File: src/dcsr_pkg.sv
/*
 * Shared constants of the disk controller control/status word: bit
 * positions, field widths, function and fault encodings, reset value.
 * Assumes a single-clock design; nothing here holds logic.
 */
package dcsr_pkg;
	localparam int unsigned WORD_W     = 16;
	localparam int unsigned FUNC_W     = 3;
	localparam int unsigned UNIT_W     = 2;
	localparam int unsigned MEMHI_W    = 2;
	localparam int unsigned FAULT_W    = 4;
	localparam int unsigned SYNC_DEPTH = 3;

	// bit positions inside the control/status word
	localparam int unsigned BIT_DRIVE_IDLE = 0;
	localparam int unsigned BIT_FUNC_LO    = 1;
	localparam int unsigned BIT_FUNC_HI    = 3;
	localparam int unsigned BIT_MEMHI_LO   = 4;
	localparam int unsigned BIT_MEMHI_HI   = 5;
	localparam int unsigned BIT_IE         = 6;
	localparam int unsigned BIT_CTRL_IDLE  = 7;
	localparam int unsigned BIT_UNIT_LO    = 8;
	localparam int unsigned BIT_UNIT_HI    = 9;
	localparam int unsigned BIT_FAULT_LO   = 10;
	localparam int unsigned BIT_FAULT_HI   = 13;
	localparam int unsigned BIT_DRIVE_ERR  = 14;
	localparam int unsigned BIT_ANY_ERR    = 15;

	// function code encodings
	localparam logic [2:0] FUNC_NOP         = 3'h0;
	localparam logic [2:0] FUNC_WRITE_CHECK = 3'h1;
	localparam logic [2:0] FUNC_GET_STATUS  = 3'h2;
	localparam logic [2:0] FUNC_SEEK        = 3'h3;
	localparam logic [2:0] FUNC_READ_HEADER = 3'h4;
	localparam logic [2:0] FUNC_WRITE_DATA  = 3'h5;
	localparam logic [2:0] FUNC_READ_DATA   = 3'h6;
	localparam logic [2:0] FUNC_READ_NOHDR  = 3'h7;

	// fault code encodings
	localparam logic [3:0] FAULT_NONE              = 4'h0;
	localparam logic [3:0] FAULT_OPERATION_INCOMPL = 4'h1;
	localparam logic [3:0] FAULT_DATA_CHECKSUM     = 4'h2;
	localparam logic [3:0] FAULT_HEADER_CHECKSUM   = 4'h3;
	localparam logic [3:0] FAULT_TRANSFER_OVERRUN  = 4'h4;
	localparam logic [3:0] FAULT_SECTOR_ID_MISSING = 4'h5;
	localparam logic [3:0] FAULT_MISSING_MEMORY    = 4'h8;
	localparam logic [3:0] FAULT_MEMORY_PARITY     = 4'h9;

	localparam logic [1:0] MEMHI_STEP    = 2'h1;
	localparam logic       CTRL_IDLE_RST = 1'b1;
endpackage

File: src/dcsr_pin_sync.sv
/*
 * Three-stage pin synchroniser; a new level is accepted only once the
 * second and third stages agree.
 * Assumes asynchronous inputs and a synchronous active-high reset.
 */
`timescale 1ns/100ps
module dcsr_pin_sync #(
	parameter int unsigned WIDTH = 2
) (
	// clock and reset
	input  wire logic             ref_clk_in,
	input  wire logic             reset_in,
	// pins and clean levels
	input  wire logic [WIDTH-1:0] pin_in,
	output logic      [WIDTH-1:0] level_out
);
	logic [WIDTH-1:0] meta_r;
	logic [WIDTH-1:0] stage2_r;
	logic [WIDTH-1:0] stage3_r;
	logic [WIDTH-1:0] level_r;

	always_ff @(posedge ref_clk_in) begin
		if (reset_in) begin
			meta_r   <= '0;
			stage2_r <= '0;
			stage3_r <= '0;
		end else begin
			meta_r   <= pin_in;
			stage2_r <= meta_r;
			stage3_r <= stage2_r;
		end
	end

	genvar i;
	generate
		for (i = 0; i < WIDTH; i++) begin : g_bit
			always_ff @(posedge ref_clk_in) begin
				if (reset_in) begin
					level_r[i] <= 1'b0;
				end else if (stage2_r[i] == stage3_r[i]) begin
					level_r[i] <= stage3_r[i];
				end
			end
		end
	endgenerate

	assign level_out = level_r;
endmodule

File: src/dcsr_control_status.sv
/*
 * Control/status word of a cartridge disk controller: command handshake,
 * unit select, address extension bits, fault reporting.
 * Assumes a 16-bit word port from the host bus decoder, a command engine
 * that pulses cmd_done_in once per started command, and drive pins.
 */
// Notes on behaviour
// - three-bit function code in bits 1-3, eight documented commands
// - initialisation clears bits 1-6 and 8-13, sets ready bit 7
// - bit 0 shows drive idle; low from seek start until completion
// - memory pointer carry increments bits 4-5
// - bits 4-5 read/write as data, drive address bits 16-17
// - interrupt on command end when interrupt enable bit 6 set
// - software clearing bit 7 starts the coded command
// - hardware sets bit 7 when command finished and ready again
// - bits 8-9 select the drive unit on the drive bus
// - four-bit fault code in bits 10-13
// - bit 14 follows the drive fault line
// - get status with disk address bit 3 clears drive fault
// - bit 15 is OR of bits 10 through 14
// - error end sets bit 7 and interrupts if enabled
`timescale 1ns/100ps
module dcsr_control_status (
	// clock and reset
	input  wire logic        ref_clk_in,
	input  wire logic        reset_in,
	// word register port
	input  wire logic        csr_wr_en_in,
	input  wire logic [15:0] csr_wr_data_in,
	output logic      [15:0] csr_rd_data_out,
	// command engine
	input  wire logic        cmd_done_in,
	input  wire logic [3:0]  cmd_fault_code_in,
	input  wire logic        ptr_carry_in,
	input  wire logic        disk_address_bit3_in,
	output logic             cmd_start_out,
	output logic      [2:0]  function_code_out,
	output logic      [1:0]  memory_pointer_hi_out,
	output logic             irq_request_out,
	output logic             controller_idle_out,
	// drive bus
	input  wire logic        drive_idle_in,
	input  wire logic        drive_fault_line_in,
	output logic      [1:0]  unit_select_out,
	output logic             drive_fault_clear_out
);
	logic [dcsr_pkg::FUNC_W-1:0]  function_code_r;
	logic [dcsr_pkg::MEMHI_W-1:0] mem_hi_r;
	logic                         interrupt_enable_r;
	logic                         controller_idle_r;
	logic [dcsr_pkg::UNIT_W-1:0]  unit_select_r;
	logic [dcsr_pkg::FAULT_W-1:0] fault_code_r;
	logic                         seek_busy_r;
	logic                         cmd_start_r;
	logic                         fault_clear_r;
	logic                         irq_r;
	logic [dcsr_pkg::WORD_W-1:0]  rd_data_r;
	logic [dcsr_pkg::WORD_W-1:0]  word_nxt;
	logic [1:0]                   pins_clean;
	logic                         go_c;
	logic [2:0]                   wr_func_c;

	dcsr_pin_sync #(
		.WIDTH     (2)
	) u_pin_sync (
		.ref_clk_in(ref_clk_in),
		.reset_in  (reset_in),
		.pin_in    ({drive_fault_line_in, drive_idle_in}),
		.level_out (pins_clean)
	);

	assign wr_func_c = csr_wr_data_in[dcsr_pkg::BIT_FUNC_HI:
		dcsr_pkg::BIT_FUNC_LO];
	// a finishing command owns this cycle; a go written now is not new
	assign go_c = csr_wr_en_in && !csr_wr_data_in[dcsr_pkg::BIT_CTRL_IDLE]
		&& controller_idle_r && !cmd_done_in;

	always_ff @(posedge ref_clk_in) begin
		if (reset_in) begin
			function_code_r    <= dcsr_pkg::FUNC_NOP;
			interrupt_enable_r <= 1'b0;
			unit_select_r      <= '0;
		end else if (csr_wr_en_in) begin
			function_code_r    <= wr_func_c;
			interrupt_enable_r <= csr_wr_data_in[dcsr_pkg::BIT_IE];
			unit_select_r      <= csr_wr_data_in[dcsr_pkg::BIT_UNIT_HI:
				dcsr_pkg::BIT_UNIT_LO];
		end
	end

	// software write beats a same-cycle carry
	always_ff @(posedge ref_clk_in) begin
		if (reset_in) begin
			mem_hi_r <= '0;
		end else if (csr_wr_en_in) begin
			mem_hi_r <= csr_wr_data_in[dcsr_pkg::BIT_MEMHI_HI:
				dcsr_pkg::BIT_MEMHI_LO];
		end else if (ptr_carry_in) begin
			mem_hi_r <= mem_hi_r + dcsr_pkg::MEMHI_STEP;
		end
	end

	// completion sets ready and wins over a software clear
	always_ff @(posedge ref_clk_in) begin
		if (reset_in) begin
			controller_idle_r <= dcsr_pkg::CTRL_IDLE_RST;
		end else if (cmd_done_in) begin
			controller_idle_r <= 1'b1;
		end else if (csr_wr_en_in) begin
			controller_idle_r <= csr_wr_data_in[dcsr_pkg::BIT_CTRL_IDLE];
		end
	end

	always_ff @(posedge ref_clk_in) begin
		if (reset_in) begin
			fault_code_r <= dcsr_pkg::FAULT_NONE;
		end else if (cmd_done_in) begin
			fault_code_r <= cmd_fault_code_in;
		end else if (go_c) begin
			fault_code_r <= dcsr_pkg::FAULT_NONE;
		end
	end

	always_ff @(posedge ref_clk_in) begin
		if (reset_in) begin
			seek_busy_r <= 1'b0;
		end else if (cmd_done_in) begin
			seek_busy_r <= 1'b0;
		end else if (go_c && wr_func_c == dcsr_pkg::FUNC_SEEK) begin
			seek_busy_r <= 1'b1;
		end
	end

	always_ff @(posedge ref_clk_in) begin
		if (reset_in) begin
			cmd_start_r   <= 1'b0;
			fault_clear_r <= 1'b0;
			irq_r         <= 1'b0;
		end else begin
			cmd_start_r   <= go_c;
			fault_clear_r <= go_c && disk_address_bit3_in
				&& wr_func_c == dcsr_pkg::FUNC_GET_STATUS;
			irq_r         <= cmd_done_in && interrupt_enable_r
				&& !controller_idle_r;
		end
	end

	always_comb begin
		word_nxt = '0;
		word_nxt[dcsr_pkg::BIT_DRIVE_IDLE] = pins_clean[0]
			&& !seek_busy_r;
		word_nxt[dcsr_pkg::BIT_FUNC_HI:dcsr_pkg::BIT_FUNC_LO] =
			function_code_r;
		word_nxt[dcsr_pkg::BIT_MEMHI_HI:dcsr_pkg::BIT_MEMHI_LO] = mem_hi_r;
		word_nxt[dcsr_pkg::BIT_IE] = interrupt_enable_r;
		word_nxt[dcsr_pkg::BIT_CTRL_IDLE] = controller_idle_r;
		word_nxt[dcsr_pkg::BIT_UNIT_HI:dcsr_pkg::BIT_UNIT_LO] =
			unit_select_r;
		word_nxt[dcsr_pkg::BIT_FAULT_HI:dcsr_pkg::BIT_FAULT_LO] =
			fault_code_r;
		word_nxt[dcsr_pkg::BIT_DRIVE_ERR] = pins_clean[1];
		word_nxt[dcsr_pkg::BIT_ANY_ERR] = (|fault_code_r)
			|| pins_clean[1];
	end

	// read word lags state by one cycle so it comes from flip-flops
	always_ff @(posedge ref_clk_in) begin
		if (reset_in) begin
			rd_data_r <= '0;
		end else begin
			rd_data_r <= word_nxt;
		end
	end

	assign csr_rd_data_out       = rd_data_r;
	assign cmd_start_out         = cmd_start_r;
	assign function_code_out     = function_code_r;
	assign memory_pointer_hi_out = mem_hi_r;
	assign irq_request_out       = irq_r;
	assign controller_idle_out   = controller_idle_r;
	assign unit_select_out       = unit_select_r;
	assign drive_fault_clear_out = fault_clear_r;
endmodule

File: config.mk
export PLATFORM = sky130hd
export DESIGN_NAME = dcsr_control_status
export DESIGN_NICKNAME = d
export VERILOG_FILES = /design/src/dcsr_pkg.sv /design/src/dcsr_pin_sync.sv /design/src/dcsr_control_status.sv
export SDC_FILE = /design/constraint.sdc
export NUM_CORES = 1
export LEC_CHECK = 0
export BUFFER_PORTS_ARGS = -buffer_cell sky130_fd_sc_hd__buf_2
export CAP_MARGIN = 20
export CORE_ASPECT_RATIO = 1.1
export CORE_MARGIN = 8
export CORE_UTILIZATION = 40
export CTS_CLUSTER_DIAMETER = 50
export CTS_CLUSTER_SIZE = 8
export DETAILED_ROUTE_END_ITERATION = 10
export PLACE_DENSITY = 0.7
export SYNTH_ARGS = -nofsm -noshare
export SYNTH_HDL_FRONTEND = slang
export SYNTH_SLANG_ARGS = --single-unit
File: constraint.sdc
create_clock -name ref_clk_in -period 0.9 [get_ports ref_clk_in]
set_input_delay 0.045 -clock ref_clk_in [delete_from_list [all_inputs] [get_ports ref_clk_in]]
set_output_delay 0.045 -clock ref_clk_in [all_outputs]
set_load 0.02 [all_outputs]
After elaboration in Yosys (flattened, before gate mapping)
Cells that the tools add are included.

operators by class
  $add $sub $neg = 1
  equality and inequality tests = 4
  reductions and logical operators = 18
  multiplexer cells = 4

operator list
  kind                                                 count
  logical AND 1 bit                                    9
  2-to-1 mux 4 bit                                     2
  equality test 3 x 2 -> 1 bit, second input constant  2
  logical NOT 1 bit                                    4
  2-to-1 mux 2 bit                                     2
  nonzero test 2 bit                                   2
  OR reduction 4 bit                                   1
  adder 2 x 1 -> 2 bit, second input constant          1
  equality test 1 bit                                  2
  OR reduction 2 bit                                   1
  logical OR 1 bit                                     1

storage, ports and cells
  register bits after elaboration = 41
  output and inout bits = 27
  bits of input ports = 28

Depth between registers and ports, before layout
  word-level depth = 6
  gate-level depth with buffers = 3

By module
Synthesis repeated with hierarchy kept, for this count alone.

unflattened totals
  cell total of the unflattened synthesis = 125
  area, all modules = 1,393.8 µm²

by module, submodules not included
  module               cells an instance  sequential area each (µm²)  area an instance (µm²)  times used
  dcsr_control_status  105                660.6                       1,166.1                 1
  dcsr_pin_sync        20                 160.2                       227.7                   1

Worst setup path after synthesis
Ideal clock, no wire load.

  kind = register to register
  from = register controller_idle_r (netlist: controller_idle_out)
  to = register fault_clear_r (netlist: drive_fault_clear_out)
  cell stages (with the launch flop) = 3
  arrival = 0.896 ns
  period minus slack after synthesis = 0.956 ns
  setup time = 0.060 ns
  slack = -0.056 ns
  required time = 0.840 ns
  path buffers = 0
  cell sequence = dfxtp_1 -> and3b_1 -> and3_1

between the ends
  cells in the longest elaborated chain, start to end = 4

ends and longest elaborated chain
  element                         RTL line                    text
  start, declared                 dcsr_control_status.sv:50   logic controller_idle_r;
  start signal, assigned          dcsr_control_status.sv:106  controller_idle_r <= dcsr_pkg::CTRL_IDLE_RST;
  start signal, assigned          dcsr_control_status.sv:110  controller_idle_r <= csr_wr_data_in[dcsr_pkg::BIT_CTRL_IDLE];
  logical AND 1 bit (2 in a row)  dcsr_control_status.sv:76   && controller_idle_r && !cmd_done_in;
  logical AND 1 bit               dcsr_control_status.sv:141  fault_clear_r <= go_c && disk_address_bit3_in
  logical AND 1 bit               dcsr_control_status.sv:142  && wr_func_c == dcsr_pkg::FUNC_GET_STATUS;
  end signal, assigned            dcsr_control_status.sv:141
  end, declared                   dcsr_control_status.sv:55   logic fault_clear_r;

Every way passes these cells.
A chain may end at the register's enable or synchronous reset.

Final worst setup path
  from = register controller_idle_r (netlist: controller_idle_out)
  to = output port controller_idle_out

RTL lines
  element        RTL line                   text
  end, declared  dcsr_control_status.sv:40  output logic controller_idle_out,

No word-level cell between the ends.

==> impl_metrics.py <==
metrics = {
    "placement": {
        "hpwl_um": 2120,
        "dp.cells": 214,
        "globalplace.congestion": 0.712,
        "portBuffers": 47,
    },
    "yosys": {
        "synth.distinct_cells": 31,
        "ys_seq_elements": 41,
        "avgSynthCellArea_um2": 11.0,
        "syn_area_um2": 1400,
        "synth_warnings": 0,
        "synth_fp_nets": 155,
        "synthCells": 127,
        "ys_seq_area_share_pct": 58.5,
    },
    "run_status": {
        "status": "finished with violations",
        "failed_checks": "setup timing",
    },
    "job": {
        "drv_cap": 0,
    },
    "worst_setup_path": {
        "start_kind": "register",
        "reg2reg_depth": 2,
        "cp_max_fo": 4,
        "max_stage_delay_ns": 0.36,
        "cp-startpoint": "controller_idle_out$_SDFFE_PP1P_",
        "reg2reg_slack_ns": 0,
        "worstPathRequired_ns": 0.85,
        "critical_path_class": "reg -> out",
        "end_kind": "primary output",
        "crit_end": "controller_idle_out",
        "crit_top_cell": "buf_6",
        "worst-path-buf-inv": 2,
        "r2r_end": "fault_code_r[3]$_SDFFE_PP0P_",
        "cp_slowest_cell": "dfxtp_2",
        "rr_startpoint": "controller_idle_out$_SDFFE_PP1P_",
        "cp_num_cells": 2,
        "cp_top_family": "flip-flops",
        "crit_arrival_ns": 0.93,
        "crit_chain": "buf_6 -> buf_6",
    },
    "cells_and_area": {
        "fin_nets": 218,
        "synthToLayoutAreaGrowth_pct": 42.2,
        "fillCellCount": 305,
        "utilization_pct": 59.4,
        "drive_gt1_share_pct": 44.2,
        "final_cells": 238,
        "diodes": 0,
    },
    "sta": {
        "period_share_pct": 109,
        "setup_viol": 3,
        "slew_headroom_pct": 77.0,
        "finClkSkew_ns": 0.00923,
        "hold_violations": 0,
        "grt_setup_unrepaired": "yes",
        "worstMarginPinSlew_ns": 0.345,
        "fin_ws_ns": -0.0784,
        "clock.fmax_ghz": 1.02,
        "final_max_slew_viol_count": 0,
        "fin_crit_ns": 0.978,
    },
    "global_routing": {
        "overflow": 0,
        "grt_max_degree": 18,
        "grt_use_total_pct": 11.5,
        "grt_pass1_vias": 1162,
        "antenna_found_initial": 0,
        "grt_pass1_wl_um": 5240,
    },
    "cts": {
        "cts.clk_slew.worst_paths_ns": 0.11,
        "insertion_delay_ns": 0.34,
        "cts_sinks": 41,
        "numCtsBuffers": 5,
        "root_buffer": "clkbuf_4",
        "htreeDepth": 2,
        "clockBufferDepth": 2,
        "cts_tree": "yes",
    },
    "pwr": {
        "p_sw_uw": 810,
        "leakagePower_uw": 0.000907,
        "power_density_nw_per_um2": 1660,
        "pwr-share-clk_pct": 27.7,
        "max-vdd-ir-drop_mv": 0.896,
        "seq_power_share_pct": 58.5,
        "p_int_uw": 2500,
        "switching_share_pct": 24.5,
        "total_power_uw": 3310,
        "comb_power_share_pct": 13.8,
    },
    "die": {
        "initial_utilization_pct": 41.8,
        "rows": 22,
        "fp.dieH_um": 78.1,
        "io-pin-count": 55,
        "die-area_um2": 5660,
        "core_um2": 3360,
        "die_w_um": 72.5,
    },
    "drt": {
        "totalWireLength_um": 3230,
        "drc_errors": 0,
        "num_vias": 1085,
        "drt_iter0_drc": 55,
        "wl_per_cell_um": 13.6,
        "detail_route.first_pass.iterations": 4,
        "vias_per_cell": 4.56,
        "detail-route-antenna-nets": 0,
    },
    "min_path": {
        "hp-class": "in -> reg",
    },
}
## metrics by stage
step / cell area (um^2) / hold slack (ns) / TNS [ns] / worst slack (ns)
finish: 1990 / 0.0205 / -0.0869 / -0.0784
CTS: 1930 / 0.00229 / -0.102 / -0.0916
floorplan: 1410 / 0.124 / 0 / 0.0260
detailed placement: 1640 / 0.269 / -0.0633 / -0.0280
global route: 1990 / 0.0295 / -0.241 / -0.106
global placement: 1640 / 0.259 / 0 / 0.0163
## sequential cells by signal (all words and copies together) (netlist names)
register / cells
u_pin_sync.meta_r: 2
csr_rd_data_out: 16
seek_busy_r: 1
drive_fault_clear_out: 1
irq_request_out: 1
u_pin_sync.stage2_r: 2
function_code_out: 3
u_pin_sync.stage3_r: 2
controller_idle_out: 1
unit_select_out: 2
cmd_start_out: 1
interrupt_enable_r: 1
memory_pointer_hi_out: 2
u_pin_sync.level_out: 2
fault_code_r: 4
## final cells by class
type                       count  area [um^2]  area share [%]
timing repair buffer          69          512            25.7
multi-input combinational     70          514            25.8
tap                           48         60.1            3.01
inverter                       3         11.3           0.565
sequential                    41          842            42.2
clock buffer                   7         55.1            2.76
## cells in the mapped netlist (all sizes together)
cell | n | area (um^2)
clkbuf | 1 | 3.75
nor2b | 20 | 125
or3b | 3 | 26.3
o21ai | 2 | 10.0
nor4bb | 1 | 10.0
nor4b | 1 | 8.76
nand2 | 6 | 22.5
nand3b | 1 | 7.51
a21oi | 3 | 15.0
and3b | 2 | 18.8
xnor2 | 1 | 8.76
and4b | 2 | 20.0
a2111oi | 1 | 15.0
a22o | 1 | 8.76
buf | 12 | 92.6
mux2i | 7 | 70.1
and3 | 1 | 6.26
inv | 3 | 11.3
dfxtp | 41 | 821
and2 | 1 | 6.26
nor3 | 1 | 5.00
o41ai | 1 | 8.76
a211oi | 2 | 15.0
nor3b | 1 | 7.51
nor2 | 9 | 33.8
o22ai | 3 | 25.0
## cells in the final DEF, fill, tap and decap left out, types with 3 or more instances in the layout
| master | count |
|---|---|
| buf_2 | 31 |
| dfxtp_1 | 28 |
| nor2b_1 | 20 |
| dlygate4sd3_1 | 15 |
| buf_4 | 14 |
| dfxtp_2 | 11 |
| nor2_1 | 9 |
| buf_6 | 9 |
| mux2i_1 | 7 |
| nand2_1 | 6 |
| clkbuf_4 | 5 |
| o22ai_2 | 3 |
| inv_1 | 3 |
| a21oi_1 | 3 |
## worst reg2reg max path, cell delays in order, from the launching register on
cell     delay [ns]
dfxtp_2        0.36
and3b_2        0.26
o41ai_2        0.20
## worst min-delay path by stage
stage / from / end / slack, ns / depth (start not counted)
floorplan: reset_in / csr_rd_data_out[6]$_SDFF_PP0_ / 0.12 / 1
global placement: drive_fault_line_in / u_pin_sync.meta_r[1]$_SDFF_PP0_ / 0.26 / 2
detailed placement: drive_fault_line_in / u_pin_sync.meta_r[1]$_SDFF_PP0_ / 0.27 / 2
CTS: csr_wr_en_in / memory_pointer_hi_out[1]$_SDFFE_PP0P_ / 0.002 / 2
global route: csr_wr_en_in / memory_pointer_hi_out[1]$_SDFFE_PP0P_ / 0.03 / 2
finish: csr_wr_en_in / memory_pointer_hi_out[1]$_SDFFE_PP0P_ / 0.02 / 2
## repair_timing
action | in CTS | in global routing
resized for setup | 28 | 17
hold buffers | 15 | 0
endpoints found under the hold margin | 15 | 0
pin swaps | 2 | 1
setup endpoints to repair | 17 | 21
buffers inserted | 1 | 2
## routing by layer
metal  vias up  track usage, %  wire length, um
met5         -               0                0
met4         0            6.01               62
met3         7            4.96              294
met2        41            18.3             1460
met1       495            12.8             1420
li1        542               -                -
## cells by family (layout without fill, tap and decap cells)
logic type	Yosys count	in the layout	share of synthesized area, %
buf+inv	16	79	7.67
simple gates	49	49	21.2
xor+xnor	1	1	0.625
compound gates	13	13	6.96
flops	41	41	58.5
mux	7	7	5.00
## power groups by stage
stage	clock, uW	sequential, uW	combinational [uW]
after detailed placement	0	1970	347
after floorplan	0	2000	204
after global placement	0	1960	339
after CTS	937	1930	427
final	916	1940	459
after global routing	995	1950	495
Note: power is estimated with default switching activity, not from simulation.
